**config.mk**
```make
export PLATFORM = sky130hd
export DESIGN_NAME = dsw_loader
export DESIGN_NICKNAME = d
export VERILOG_FILES = /design/src/inc/dsw_pkg.sv /design/src/hdl/dsw_fifo.sv /design/src/hdl/dsw_loader.sv
export SDC_FILE = /design/constraint.sdc
export NUM_CORES = 1
export LEC_CHECK = 0
export BUFFER_PORTS_ARGS = -buffer_cell sky130_fd_sc_hd__buf_2
export CAP_MARGIN = 20
export CORE_UTILIZATION = 40
export DETAILED_ROUTE_END_ITERATION = 7
export GPL_ROUTABILITY_DRIVEN = 0
export GPL_TIMING_DRIVEN = 0
export HOLD_SLACK_MARGIN = 0.03
export SETUP_SLACK_MARGIN = 0.4
export SLEW_MARGIN = 5
export SYNTH_ARGS = -nofsm -noshare
export SYNTH_HDL_FRONTEND = slang
export SYNTH_SLANG_ARGS = --single-unit
export TNS_END_PERCENT = 100
```
**constraint.sdc**
```tcl
create_clock -name sys_clk -period 4.51 [get_ports sys_clk]
set_clock_uncertainty 0.2 [all_clocks]
set_input_delay 0.451 -clock sys_clk [delete_from_list [all_inputs] [get_ports sys_clk]]
set_output_delay 0.451 -clock sys_clk [all_outputs]
set_load 0.02 [all_outputs]
```
**src/inc/dsw_pkg.sv**
```systemverilog
// Purpose: Shared constants for the serial word loader
// Assumes: Word of 16 bits, 12-bit two's complement code in low bits
// Notes:   No software registers
package dsw_pkg;
  localparam int WORD_BITS   = 16;
  localparam int CODE_BITS   = 12;
  localparam int IGNORE_BITS = 4;
  localparam int CNT_BITS    = 5;
  localparam logic [4:0]  CNT_FULL    = 5'h10;
  localparam logic [11:0] CODE_RESET  = 12'h000;
  localparam int FIFO_DEPTH  = 16;
  localparam int SYNC_STAGES = 2;
endpackage : dsw_pkg

```
**src/hdl/dsw_fifo.sv**
```systemverilog
// Purpose: Synchronous FIFO with valid and ready on both sides
// Assumes: Single clock, power of two depth
// Notes:   Read data comes from a register
`timescale 1ns/1ps
module dsw_fifo #(
  parameter int WIDTH = 12,
  parameter int DEPTH = 16
) (
  // Clock and reset
  input  wire logic             sys_clk,
  input  wire logic             rstn,
  // Write side
  input  wire logic             in_valid,
  output logic                  in_ready,
  input  wire logic [WIDTH-1:0] in_data,
  // Read side
  output logic                  out_valid,
  input  wire logic             out_ready,
  output logic      [WIDTH-1:0] out_data
);
  localparam int AW = $clog2(DEPTH);

  logic [WIDTH-1:0] mem_reg [DEPTH];
  logic [AW:0]      wr_ptr_reg, wr_ptr_next;
  logic [AW:0]      rd_ptr_reg, rd_ptr_next;
  logic             oval_reg,   oval_next;
  logic [WIDTH-1:0] odat_reg,   odat_next;
  logic             full;
  logic             empty;
  logic             push;
  logic             pop;

  // ==========================================
  // Pointers and output stage
  assign full      = (wr_ptr_reg[AW-1:0] == rd_ptr_reg[AW-1:0]) && (wr_ptr_reg[AW] != rd_ptr_reg[AW]);
  assign empty     = (wr_ptr_reg == rd_ptr_reg);
  assign in_ready  = !full;
  assign push      = in_valid && !full;
  // Output register refills when drained or empty
  assign pop       = !empty && (!oval_reg || out_ready);
  assign out_valid = oval_reg;
  assign out_data  = odat_reg;

  always_comb begin
    wr_ptr_next = wr_ptr_reg + (push ? 1'b1 : 1'b0);
    rd_ptr_next = rd_ptr_reg + (pop ? 1'b1 : 1'b0);
    oval_next   = oval_reg;
    odat_next   = odat_reg;
    if (pop) begin
      oval_next = 1'b1;
      odat_next = mem_reg[rd_ptr_reg[AW-1:0]];
    end else if (out_ready) begin
      oval_next = 1'b0;
    end
  end

  always_ff @(posedge sys_clk) begin
    if (!rstn) begin
      wr_ptr_reg <= '0;
      rd_ptr_reg <= '0;
      oval_reg   <= 1'b0;
      odat_reg   <= '0;
    end else begin
      wr_ptr_reg <= wr_ptr_next;
      rd_ptr_reg <= rd_ptr_next;
      oval_reg   <= oval_next;
      odat_reg   <= odat_next;
    end
  end

  always_ff @(posedge sys_clk) begin
    if (push) begin
      mem_reg[wr_ptr_reg[AW-1:0]] <= in_data;
    end
  end
endmodule : dsw_fifo

```
**src/hdl/dsw_loader.sv**
```systemverilog
// Purpose: Serial input logic of a 12-bit converter latch
// Assumes: Link pins are asynchronous and sampled by sys_clk
// Notes:   Link clock must be well below sys_clk / 4
//          A new frame drops a manual word never loaded
`timescale 1ns/1ps
module dsw_loader #(
  parameter int FIFO_DEPTH = dsw_pkg::FIFO_DEPTH
) (
  // Clock and reset
  input  wire logic        sys_clk,
  input  wire logic        rstn,
  // Serial link pins
  input  wire logic        serial_clock,
  input  wire logic        serial_data_input,
  input  wire logic        frame_n,
  input  wire logic        latch_load_n,
  // Converter side
  output logic      [11:0] dac_code,
  output logic             dac_update,
  output logic             auto_mode,
  output logic             word_ready
);
  localparam int CB = dsw_pkg::CODE_BITS;
  localparam int WB = dsw_pkg::WORD_BITS;
  localparam int NB = dsw_pkg::CNT_BITS;

  // ==========================================
  // Pin synchronisers
  // only the host-driven link pins enter here
  // Bit order: load, frame, data, clock
  localparam int NPIN = 4;
  // Reset to idle levels so no false edge follows reset
  localparam logic [NPIN-1:0] PIN_IDLE = 4'hC;
  logic [NPIN-1:0] pin_in;
  logic [NPIN-1:0] meta_reg, meta_next;
  logic [NPIN-1:0] sync_reg, sync_next;
  logic [NPIN-1:0] last_reg, last_next;
  logic [NPIN-1:0] pin_fall;
  logic            sclk_fall;
  logic            frm_fall;
  logic            ld_fall;
  logic            serial_data_input_lvl;
  logic            frm_lvl;
  logic            ld_lvl;

  assign pin_in = {latch_load_n, frame_n, serial_data_input, serial_clock};

  always_comb begin
    meta_next = pin_in;
    // Levels are read from the second stage; edges compare the second and third
    sync_next = meta_reg;
    last_next = sync_reg;
  end

  always_ff @(posedge sys_clk) begin
    if (!rstn) begin
      meta_reg <= PIN_IDLE;
      sync_reg <= PIN_IDLE;
      last_reg <= PIN_IDLE;
    end else begin
      meta_reg <= meta_next;
      sync_reg <= sync_next;
      last_reg <= last_next;
    end
  end

  // ==========================================
  // Edge detection on synchronised levels
  // Falling edges only: shift, frame start and load act on them
  generate
    for (genvar gp = 0; gp < NPIN; gp++) begin : g_fall
      assign pin_fall[gp] = last_reg[gp] && !sync_reg[gp];
    end
  endgenerate

  assign sclk_fall = pin_fall[0];
  assign frm_fall  = pin_fall[2];
  assign ld_fall   = pin_fall[3];
  assign serial_data_input_lvl  = sync_reg[1];
  assign frm_lvl   = sync_reg[2];
  assign ld_lvl    = sync_reg[3];

  // ==========================================
  // Shift register and bit counter
  logic [WB-1:0] shift_reg, shift_next;
  logic [NB-1:0] cnt_reg,   cnt_next;
  logic          auto_reg,  auto_next;
  logic          full_reg,  full_next;
  logic          push;

  always_comb begin
    shift_next = shift_reg;
    cnt_next   = cnt_reg;
    auto_next  = auto_reg;
    full_next  = full_reg;
    push       = 1'b0;
    if (frm_fall) begin
      // sample load level at frame start
      auto_next = !ld_lvl;
      cnt_next  = 5'h00;
      full_next = 1'b0;
    end else if (!frm_lvl && sclk_fall && cnt_reg != dsw_pkg::CNT_FULL) begin
      // shift in on falling clock edge
      shift_next = {shift_reg[WB-2:0], serial_data_input_lvl};
      cnt_next   = cnt_reg + 5'h01;
      if (cnt_reg == dsw_pkg::CNT_FULL - 5'h01) begin
        full_next = 1'b1;
        push      = 1'b1;
      end
    end
  end

  always_ff @(posedge sys_clk) begin
    if (!rstn) begin
      shift_reg <= 16'h0000;
      // Saturated count ignores edges before the first frame
      cnt_reg   <= dsw_pkg::CNT_FULL;
      auto_reg  <= 1'b0;
      full_reg  <= 1'b0;
    end else begin
      shift_reg <= shift_next;
      cnt_reg   <= cnt_next;
      auto_reg  <= auto_next;
      full_reg  <= full_next;
    end
  end

  // ==========================================
  // Word buffer between shifter and latch
  // Full FIFO drops word; host pacing keeps it shallow
  logic          fifo_in_ready;
  logic          fifo_valid;
  logic [CB-1:0] fifo_data;
  logic          take;
  logic          fifo_in_valid;
  logic [CB-1:0] fifo_in_data;

  // Gate on ready so a dropped word is never offered
  assign fifo_in_valid = push && fifo_in_ready;
  assign fifo_in_data  = shift_next[CB-1:0];

  dsw_fifo #(
    .WIDTH (CB),
    .DEPTH (FIFO_DEPTH)
  ) u_fifo (
    .sys_clk   (sys_clk),
    .rstn      (rstn),
    .in_valid  (fifo_in_valid),
    .in_ready  (fifo_in_ready),
    .in_data   (fifo_in_data),
    .out_valid (fifo_valid),
    .out_ready (take),
    .out_data  (fifo_data)
  );

  // ==========================================
  // Converter latch
  logic [CB-1:0] code_reg, code_next;
  logic          upd_reg,  upd_next;
  logic          rdy_reg,  rdy_next;
  logic          auto_load;
  logic          man_load;
  logic          stale_drop;

  assign auto_load  = fifo_valid && auto_reg;
  // manual update on load fall after full word
  assign man_load   = fifo_valid && !auto_reg && ld_fall && full_reg;
  // Stale unloaded word discarded by a new frame
  assign stale_drop = fifo_valid && !auto_reg && frm_fall;

  always_comb begin
    code_next = code_reg;
    upd_next  = 1'b0;
    take      = 1'b0;
    if (auto_load || man_load) begin
      take      = 1'b1;
      code_next = fifo_data;
      upd_next  = 1'b1;
    end else if (stale_drop) begin
      take = 1'b1;
    end
    rdy_next = fifo_valid && !take;
  end

  always_ff @(posedge sys_clk) begin
    if (!rstn) begin
      code_reg <= dsw_pkg::CODE_RESET;
      upd_reg  <= 1'b0;
      rdy_reg  <= 1'b0;
    end else begin
      code_reg <= code_next;
      upd_reg  <= upd_next;
      rdy_reg  <= rdy_next;
    end
  end

  assign dac_code   = code_reg;
  assign dac_update = upd_reg;
  assign auto_mode  = auto_reg;
  assign word_ready = rdy_reg;
endmodule : dsw_loader

```
==> flow_metrics.py, run 1 <==
metrics = {
    "final_layout": {
        "final_common_cell": "edfxtp_1",
        "nNetsFinal": 671,
        "area_delta_synth_final_pct": 16.34,
        "final_cell_mix": "edfxtp_1 (192), dfxtp_1 (67), mux2_2 (36), mux4_2 (36), buf_2 (35)",
        "diodes": 0,
        "largest_reg_flops": 192,
        "final_layout_size_suffix_gt1_frac": 0.2611,
        "finalNonFillerCells": 1002,
    },
    "timing": {
        "final_hold_viol_count": 0,
        "finalCritPeriodShare": 0.7426,
        "fin_tns_setup_ps": 0,
        "slew_violations": 0,
        "worstMarginPinSlew_ps": 1080,
        "rsz0062_at_grt": "false",
        "fmax_mhz": 298.6,
        "relSlewSlack": 0.2775,
        "period_needed_ps": 3349,
        "setup_viol": 0,
    },
    "power": {
        "power_w": 0.005232,
        "leakage_nw": 3.974,
        "powerDensity_nw_per_um2": 451.7,
        "vdd_drop_max_mv": 0.3347,
    },
    "setup_path": {
        "cp_top_family": "simple AND/OR/NAND/NOR gates",
        "reg2reg_from": "cnt_reg[0]",
        "rr_worst_depth": 7,
        "crit_path_cell_trace": "inv_1 -> ha_1 -> nor4bb_2 -> nor4_4 -> o211ai_4 -> or3b_4 -> nor2_1",
        "crit_path_max_incr_delay_ps": 830,
        "cp_slowest_cell": "nor2_1",
        "critPathLaunchType": "flop",
        "critPathBufInv": 1,
        "arrival_ps": 3290,
        "end_kind": "flop",
        "crit_start": "cnt_reg[0]",
        "cp.depth": 7,
        "critical_path_class": "reg2reg",
        "required_ps": 4450,
        "critPathMaxFanout": 12,
    },
    "die": {
        "initial_core_util": 0.4082,
        "dieArea_sq_um": 25520,
        "die_h_um": 159.8,
        "die_w_um": 159.8,
        "rows": 57,
        "io_pins": 21,
        "core_sq_um": 24390,
    },
    "hold_path": {
        "hp-start": "meta_reg[2]",
        "hp-class": "reg2reg",
        "hold-path-cell-count": 1,
    },
    "grt": {
        "grt_start_max_net_pins": 18,
        "grt_pass1_wl_um": 32730,
        "track_usage": 0.1724,
        "grt_pass1_vias": 5273,
        "antenna_found_initial": 0,
        "overflow": 0,
    },
    "placement": {
        "dp_cells": 947,
        "port-buffer-count": 20,
        "dp_hpwl_um": 14200,
    },
    "yosys": {
        "yosysUniqueCellTypes": 39,
        "ys_seq_area_frac": 0.7138,
        "synth_seq_cells": 259,
        "ys_warn_count": 0,
        "synth_fp_nets": 605,
        "syn_inst": 592,
        "avgSynthCellArea_sq_um": 16.82,
        "synth_area_sq_um": 9956,
    },
    "clocking": {
        "worstSkewPairLatency_ps": 530,
        "htree_levels": 1,
        "clkTransAtPathRegs_ps": 60,
        "root_buffer": "clkbuf_16",
        "cts_num_sinks": 259,
        "post_cts_resized": 0,
        "cts_buffers": 26,
        "clock_path_buffers": 3,
        "cts_tree": "done",
    },
    "drt": {
        "finalWirelength_um": 21380,
        "avgRoutedWirePerCell_um": 21.34,
        "viasPerCell": 5.253,
        "vias": 5264,
        "ant_nets": 0,
        "firstDrtPassIters": 5,
        "drt_iter0_markers": 492,
        "drc": 0,
    },
    "job": {
        "maxCapViolCount": 0,
    },
    "outcome": {
        "status": "finished clean",
    },
}
## power by group
part | total [W] | switching (W) | internal, W
Sequential | 0.00261 | 0.0000275 | 0.00258
Clock | 0.00227 | 0.000855 | 0.00142
Combinational | 0.000351 | 0.000218 | 0.000133
## stage by stage
step	worst slack (ps)	cell area [sq um]	utilization	hold slack, ps
3_5_place_dp	1051	10600	0.4347	197.7
5_1_grt	1017	11580	0.4749	230.8
3_3_place_gp	878.2	10460	0.4289	190.1
6_report	1161	11580	0.4749	207.9
2_1_floorplan	1327	9956	-	186.3
4_1_cts	1033	11560	0.4741	211.7
## worst paths after layout
kind / endpoint / slack (ps)
worst max-delay path: u_fifo.mem_reg[5][10] / 1160
worst max register to register: u_fifo.mem_reg[5][10] / 1160
worst min-delay path: last_next[2] / 210
worst min register to register: last_next[2] / 210
## area by class of cell
cell class / count / area, sq um
inverter: 5 / 18.77
fill: 2089 / 12810
sequential: 259 / 7107
tap: 324 / 405.4
clock inverter: 9 / 168.9
buffer: 33 / 176.4
timing repair buffer: 38 / 289.0
multi-input combinational: 295 / 2675
clock buffer: 39 / 742.0
## logic make-up after synthesis
group,Yosys count,synth area share
AO/OA/AOI/OAI,68,0.04084
flip-flops,259,0.7138
multiplexers,85,0.1352
adder cells (fa/ha/maj),7,0.008797
XOR/XNOR,14,0.01232
buffers and inverters,38,0.01960
AND/OR/NAND/NOR,121,0.06937
## synth_stat cells (all sizes together)
cell / count / area (sq um)
a211oi: 13 / 97.59
a21oi: 26 / 130.1
and2: 22 / 137.6
and3: 1 / 6.260
and3b: 1 / 8.760
and4: 1 / 8.760
buf: 22 / 135.1
clkbuf: 11 / 41.29
dfxtp: 67 / 1341
edfxtp: 192 / 5766
ha: 7 / 87.58
inv: 5 / 18.77
mux2: 36 / 405.4
mux2i: 13 / 130.1
mux4: 36 / 810.8
nand2: 6 / 22.52
nand2b: 11 / 68.82
nand3: 4 / 20.02
nand4: 2 / 12.51
nor2: 34 / 127.6
nor2b: 13 / 81.33
nor3: 19 / 115.1
nor4: 2 / 27.53
nor4b: 1 / 8.760
nor4bb: 1 / 16.27
o211ai: 1 / 21.27
o21a: 1 / 7.510
o21ai: 15 / 75.07
o22ai: 12 / 75.07
or3: 1 / 6.260
or3b: 2 / 22.52
xnor2: 8 / 70.07
xor2: 6 / 52.55
## routing by layer
| metal | vias to the layer above | track usage | part of all wire |
|---|---|---|---|
| li1 | 2409 | - | - |
| met1 | 2689 | 0.2438 | 0.44 |
| met2 | 136 | 0.2829 | 0.49 |
| met3 | 30 | 0.02312 | 0.049 |
| met4 | 0 | 0.04065 | 0.019 |
| met5 | - | 0 | 0 |
## repair_timing
| action | in CTS | in global routing |
|---|---|---|
| hold buffers | 5 | 0 |
| endpoints found under the hold margin | 6 | 0 |
| setup buffers | 0 | 0 |
(Power assumes the default switching activity.)
==> inputs of run 2 (changes only) <==
- clock period: 4.51 -> 3.3 ns (I/O delays scaled with it)
==> flow_metrics.py, run 2 (synthesis gave the netlist of run 1 again) <==
metrics = {
    "outcome": {
        "status": "finished clean",
    },
    "clocking": {
        "htree_levels": 1,
        "cts_buffers": 27,
        "cts_num_sinks": 259,
        "cts_tree": "done",
        "clkTransAtPathRegs_ps": 60,
        "clock_path_buffers": 3,
        "worstSkewPairLatency_ps": 540,
        "root_buffer": "clkbuf_16",
    },
    "drt": {
        "finalWirelength_um": 20490,
        "firstDrtPassIters": 4,
        "drt_iter0_markers": 441,
        "viasPerCell": 5.203,
        "avgRoutedWirePerCell_um": 20.35,
        "vias": 5239,
        "drc": 0,
        "ant_nets": 0,
    },
    "power": {
        "leakage_nw": 3.944,
        "vdd_drop_max_mv": 0.3594,
        "power_w": 0.006997,
        "powerDensity_nw_per_um2": 600.3,
    },
    "grt": {
        "grt_pass1_vias": 5317,
        "track_usage": 0.1654,
        "grt_pass1_wl_um": 31720,
        "overflow": 0,
        "grt_start_max_net_pins": 18,
        "antenna_found_initial": 0,
    },
    "final_layout": {
        "seq_area_sq_um": 7107,
        "nNetsFinal": 675,
        "multi_input_area_sq_um": 2735,
        "diodes": 0,
        "area_delta_synth_final_pct": 17.08,
        "design_area_sq_um": 11660,
        "final_cell_mix": "edfxtp_1 (192), dfxtp_1 (67), mux2_2 (36), mux4_2 (36), buf_2 (35)",
        "utilization": 0.4779,
        "final_common_cell": "edfxtp_1",
        "fillCellCount": 2062,
        "largest_reg_flops": 192,
        "final_layout_size_suffix_gt1_frac": 0.2753,
    },
    "placement": {
        "dp_hpwl_um": 13740,
        "place_area_sq_um": 10600,
        "place_ws_ps": -211.6,
        "port-buffer-count": 20,
    },
    "setup_path": {
        "cp_top_family": "simple AND/OR/NAND/NOR gates",
        "critPathMaxFanout": 9,
        "required_ps": 3330,
        "critical_path_class": "reg2reg",
        "end_kind": "flop",
        "crit_path_max_incr_delay_ps": 520,
        "crit_path_cell_trace": "inv_1 -> ha_1 -> nor4bb_2 -> nor4_4 -> o211ai_4 -> or3_1 -> nor2_2 -> buf_6",
        "critPathLaunchType": "flop",
        "cp_slowest_cell": "or3_1",
        "critPathBufInv": 2,
        "arrival_ps": 2840,
    },
    "die": {
        "dieArea_sq_um": 25520,
        "rows": 57,
        "die_h_um": 159.8,
        "io_pins": 21,
        "initial_core_util": 0.4082,
        "core_sq_um": 24390,
        "die_w_um": 159.8,
    },
    "timing": {
        "fmax_mhz": 355.6,
        "rsz0062_at_grt": "true",
        "final_hold_viol_count": 0,
        "setup_viol": 0,
        "worstMarginPinSlew_ps": 951.0,
        "relSlewSlack": 0.3625,
        "fin_ws_ps": 488.2,
        "finalCritPeriodShare": 0.8521,
        "period_needed_ps": 2812,
        "slew_violations": 0,
    },
    "job": {
        "maxCapViolCount": 0,
    },
    "hold_path": {
        "hp-class": "reg2reg",
    },
}
## run 2: cell count changes in the layout (fill, tap and decap cells not counted), sizes merged
cell | before | now
inv | 5 | 6
clkinvlp | 0 | 3
clkbuf | 50 | 48
bufinv | 5 | 3
buf | 55 | 58
clkinv | 4 | 6
## run 2: path summary, 6_finish.rpt
| path | start | end | slack [ps] | cells past startpoint |
|---|---|---|---|---|
| setup / recovery | cnt_reg[0] | u_fifo.mem_reg[8][9] | 490 | 8 |
| hold / removal | meta_reg[2] | last_next[2] | 210 | 1 |
| setup reg to reg | cnt_reg[0] | u_fifo.mem_reg[8][9] | 490 | 8 |
| hold reg to reg | meta_reg[2] | last_next[2] | 210 | 1 |
## run 2: routing by layer
metal	GRT usage	share of wire	vias up
met5	0	0	-
met4	0.04545	0.021	0
met2	0.2721	0.49	130
li1	-	-	2422
met3	0.02416	0.051	30
met1	0.2297	0.44	2657
## run 2: cell type report
type / count / area share
buffer: 33 / 0.01514
clock buffer: 37 / 0.06118
clock inverter: 13 / 0.01331
inverter: 5 / 0.001610
multi-input combinational: 295 / 0.2346
sequential: 259 / 0.6097
tap: 324 / 0.03478
timing repair buffer: 41 / 0.02963
## run 2: repair_timing
action / in CTS / in global routing
endpoints found under the hold margin: 11 / 0
setup buffers: 5 / 0
pin swaps: 4 / 0
cloned: 0 / 0
hold buffers: 5 / 0
gates resized for setup: 15 / 1
setup endpoints to repair: 156 / 27
## run 2: per-stage QoR
stage	instances	hold slack (ps)	setup TNS (ps)
after global placement	936	191.2	-25250
after global routing	1007	239.1	0
final	1007	213.0	0
after detailed placement	947	198.0	-5849
after CTS	1007	218.6	0
after floorplan	592	186.3	0
## run 2: power breakdown
group          internal [W]  total (W)  switching [W]  leakage (nW)
Combinational      0.000183   0.000480       0.000298          1.24
Sequential          0.00352    0.00356      0.0000375          2.29
Clock               0.00175    0.00296        0.00120         0.409
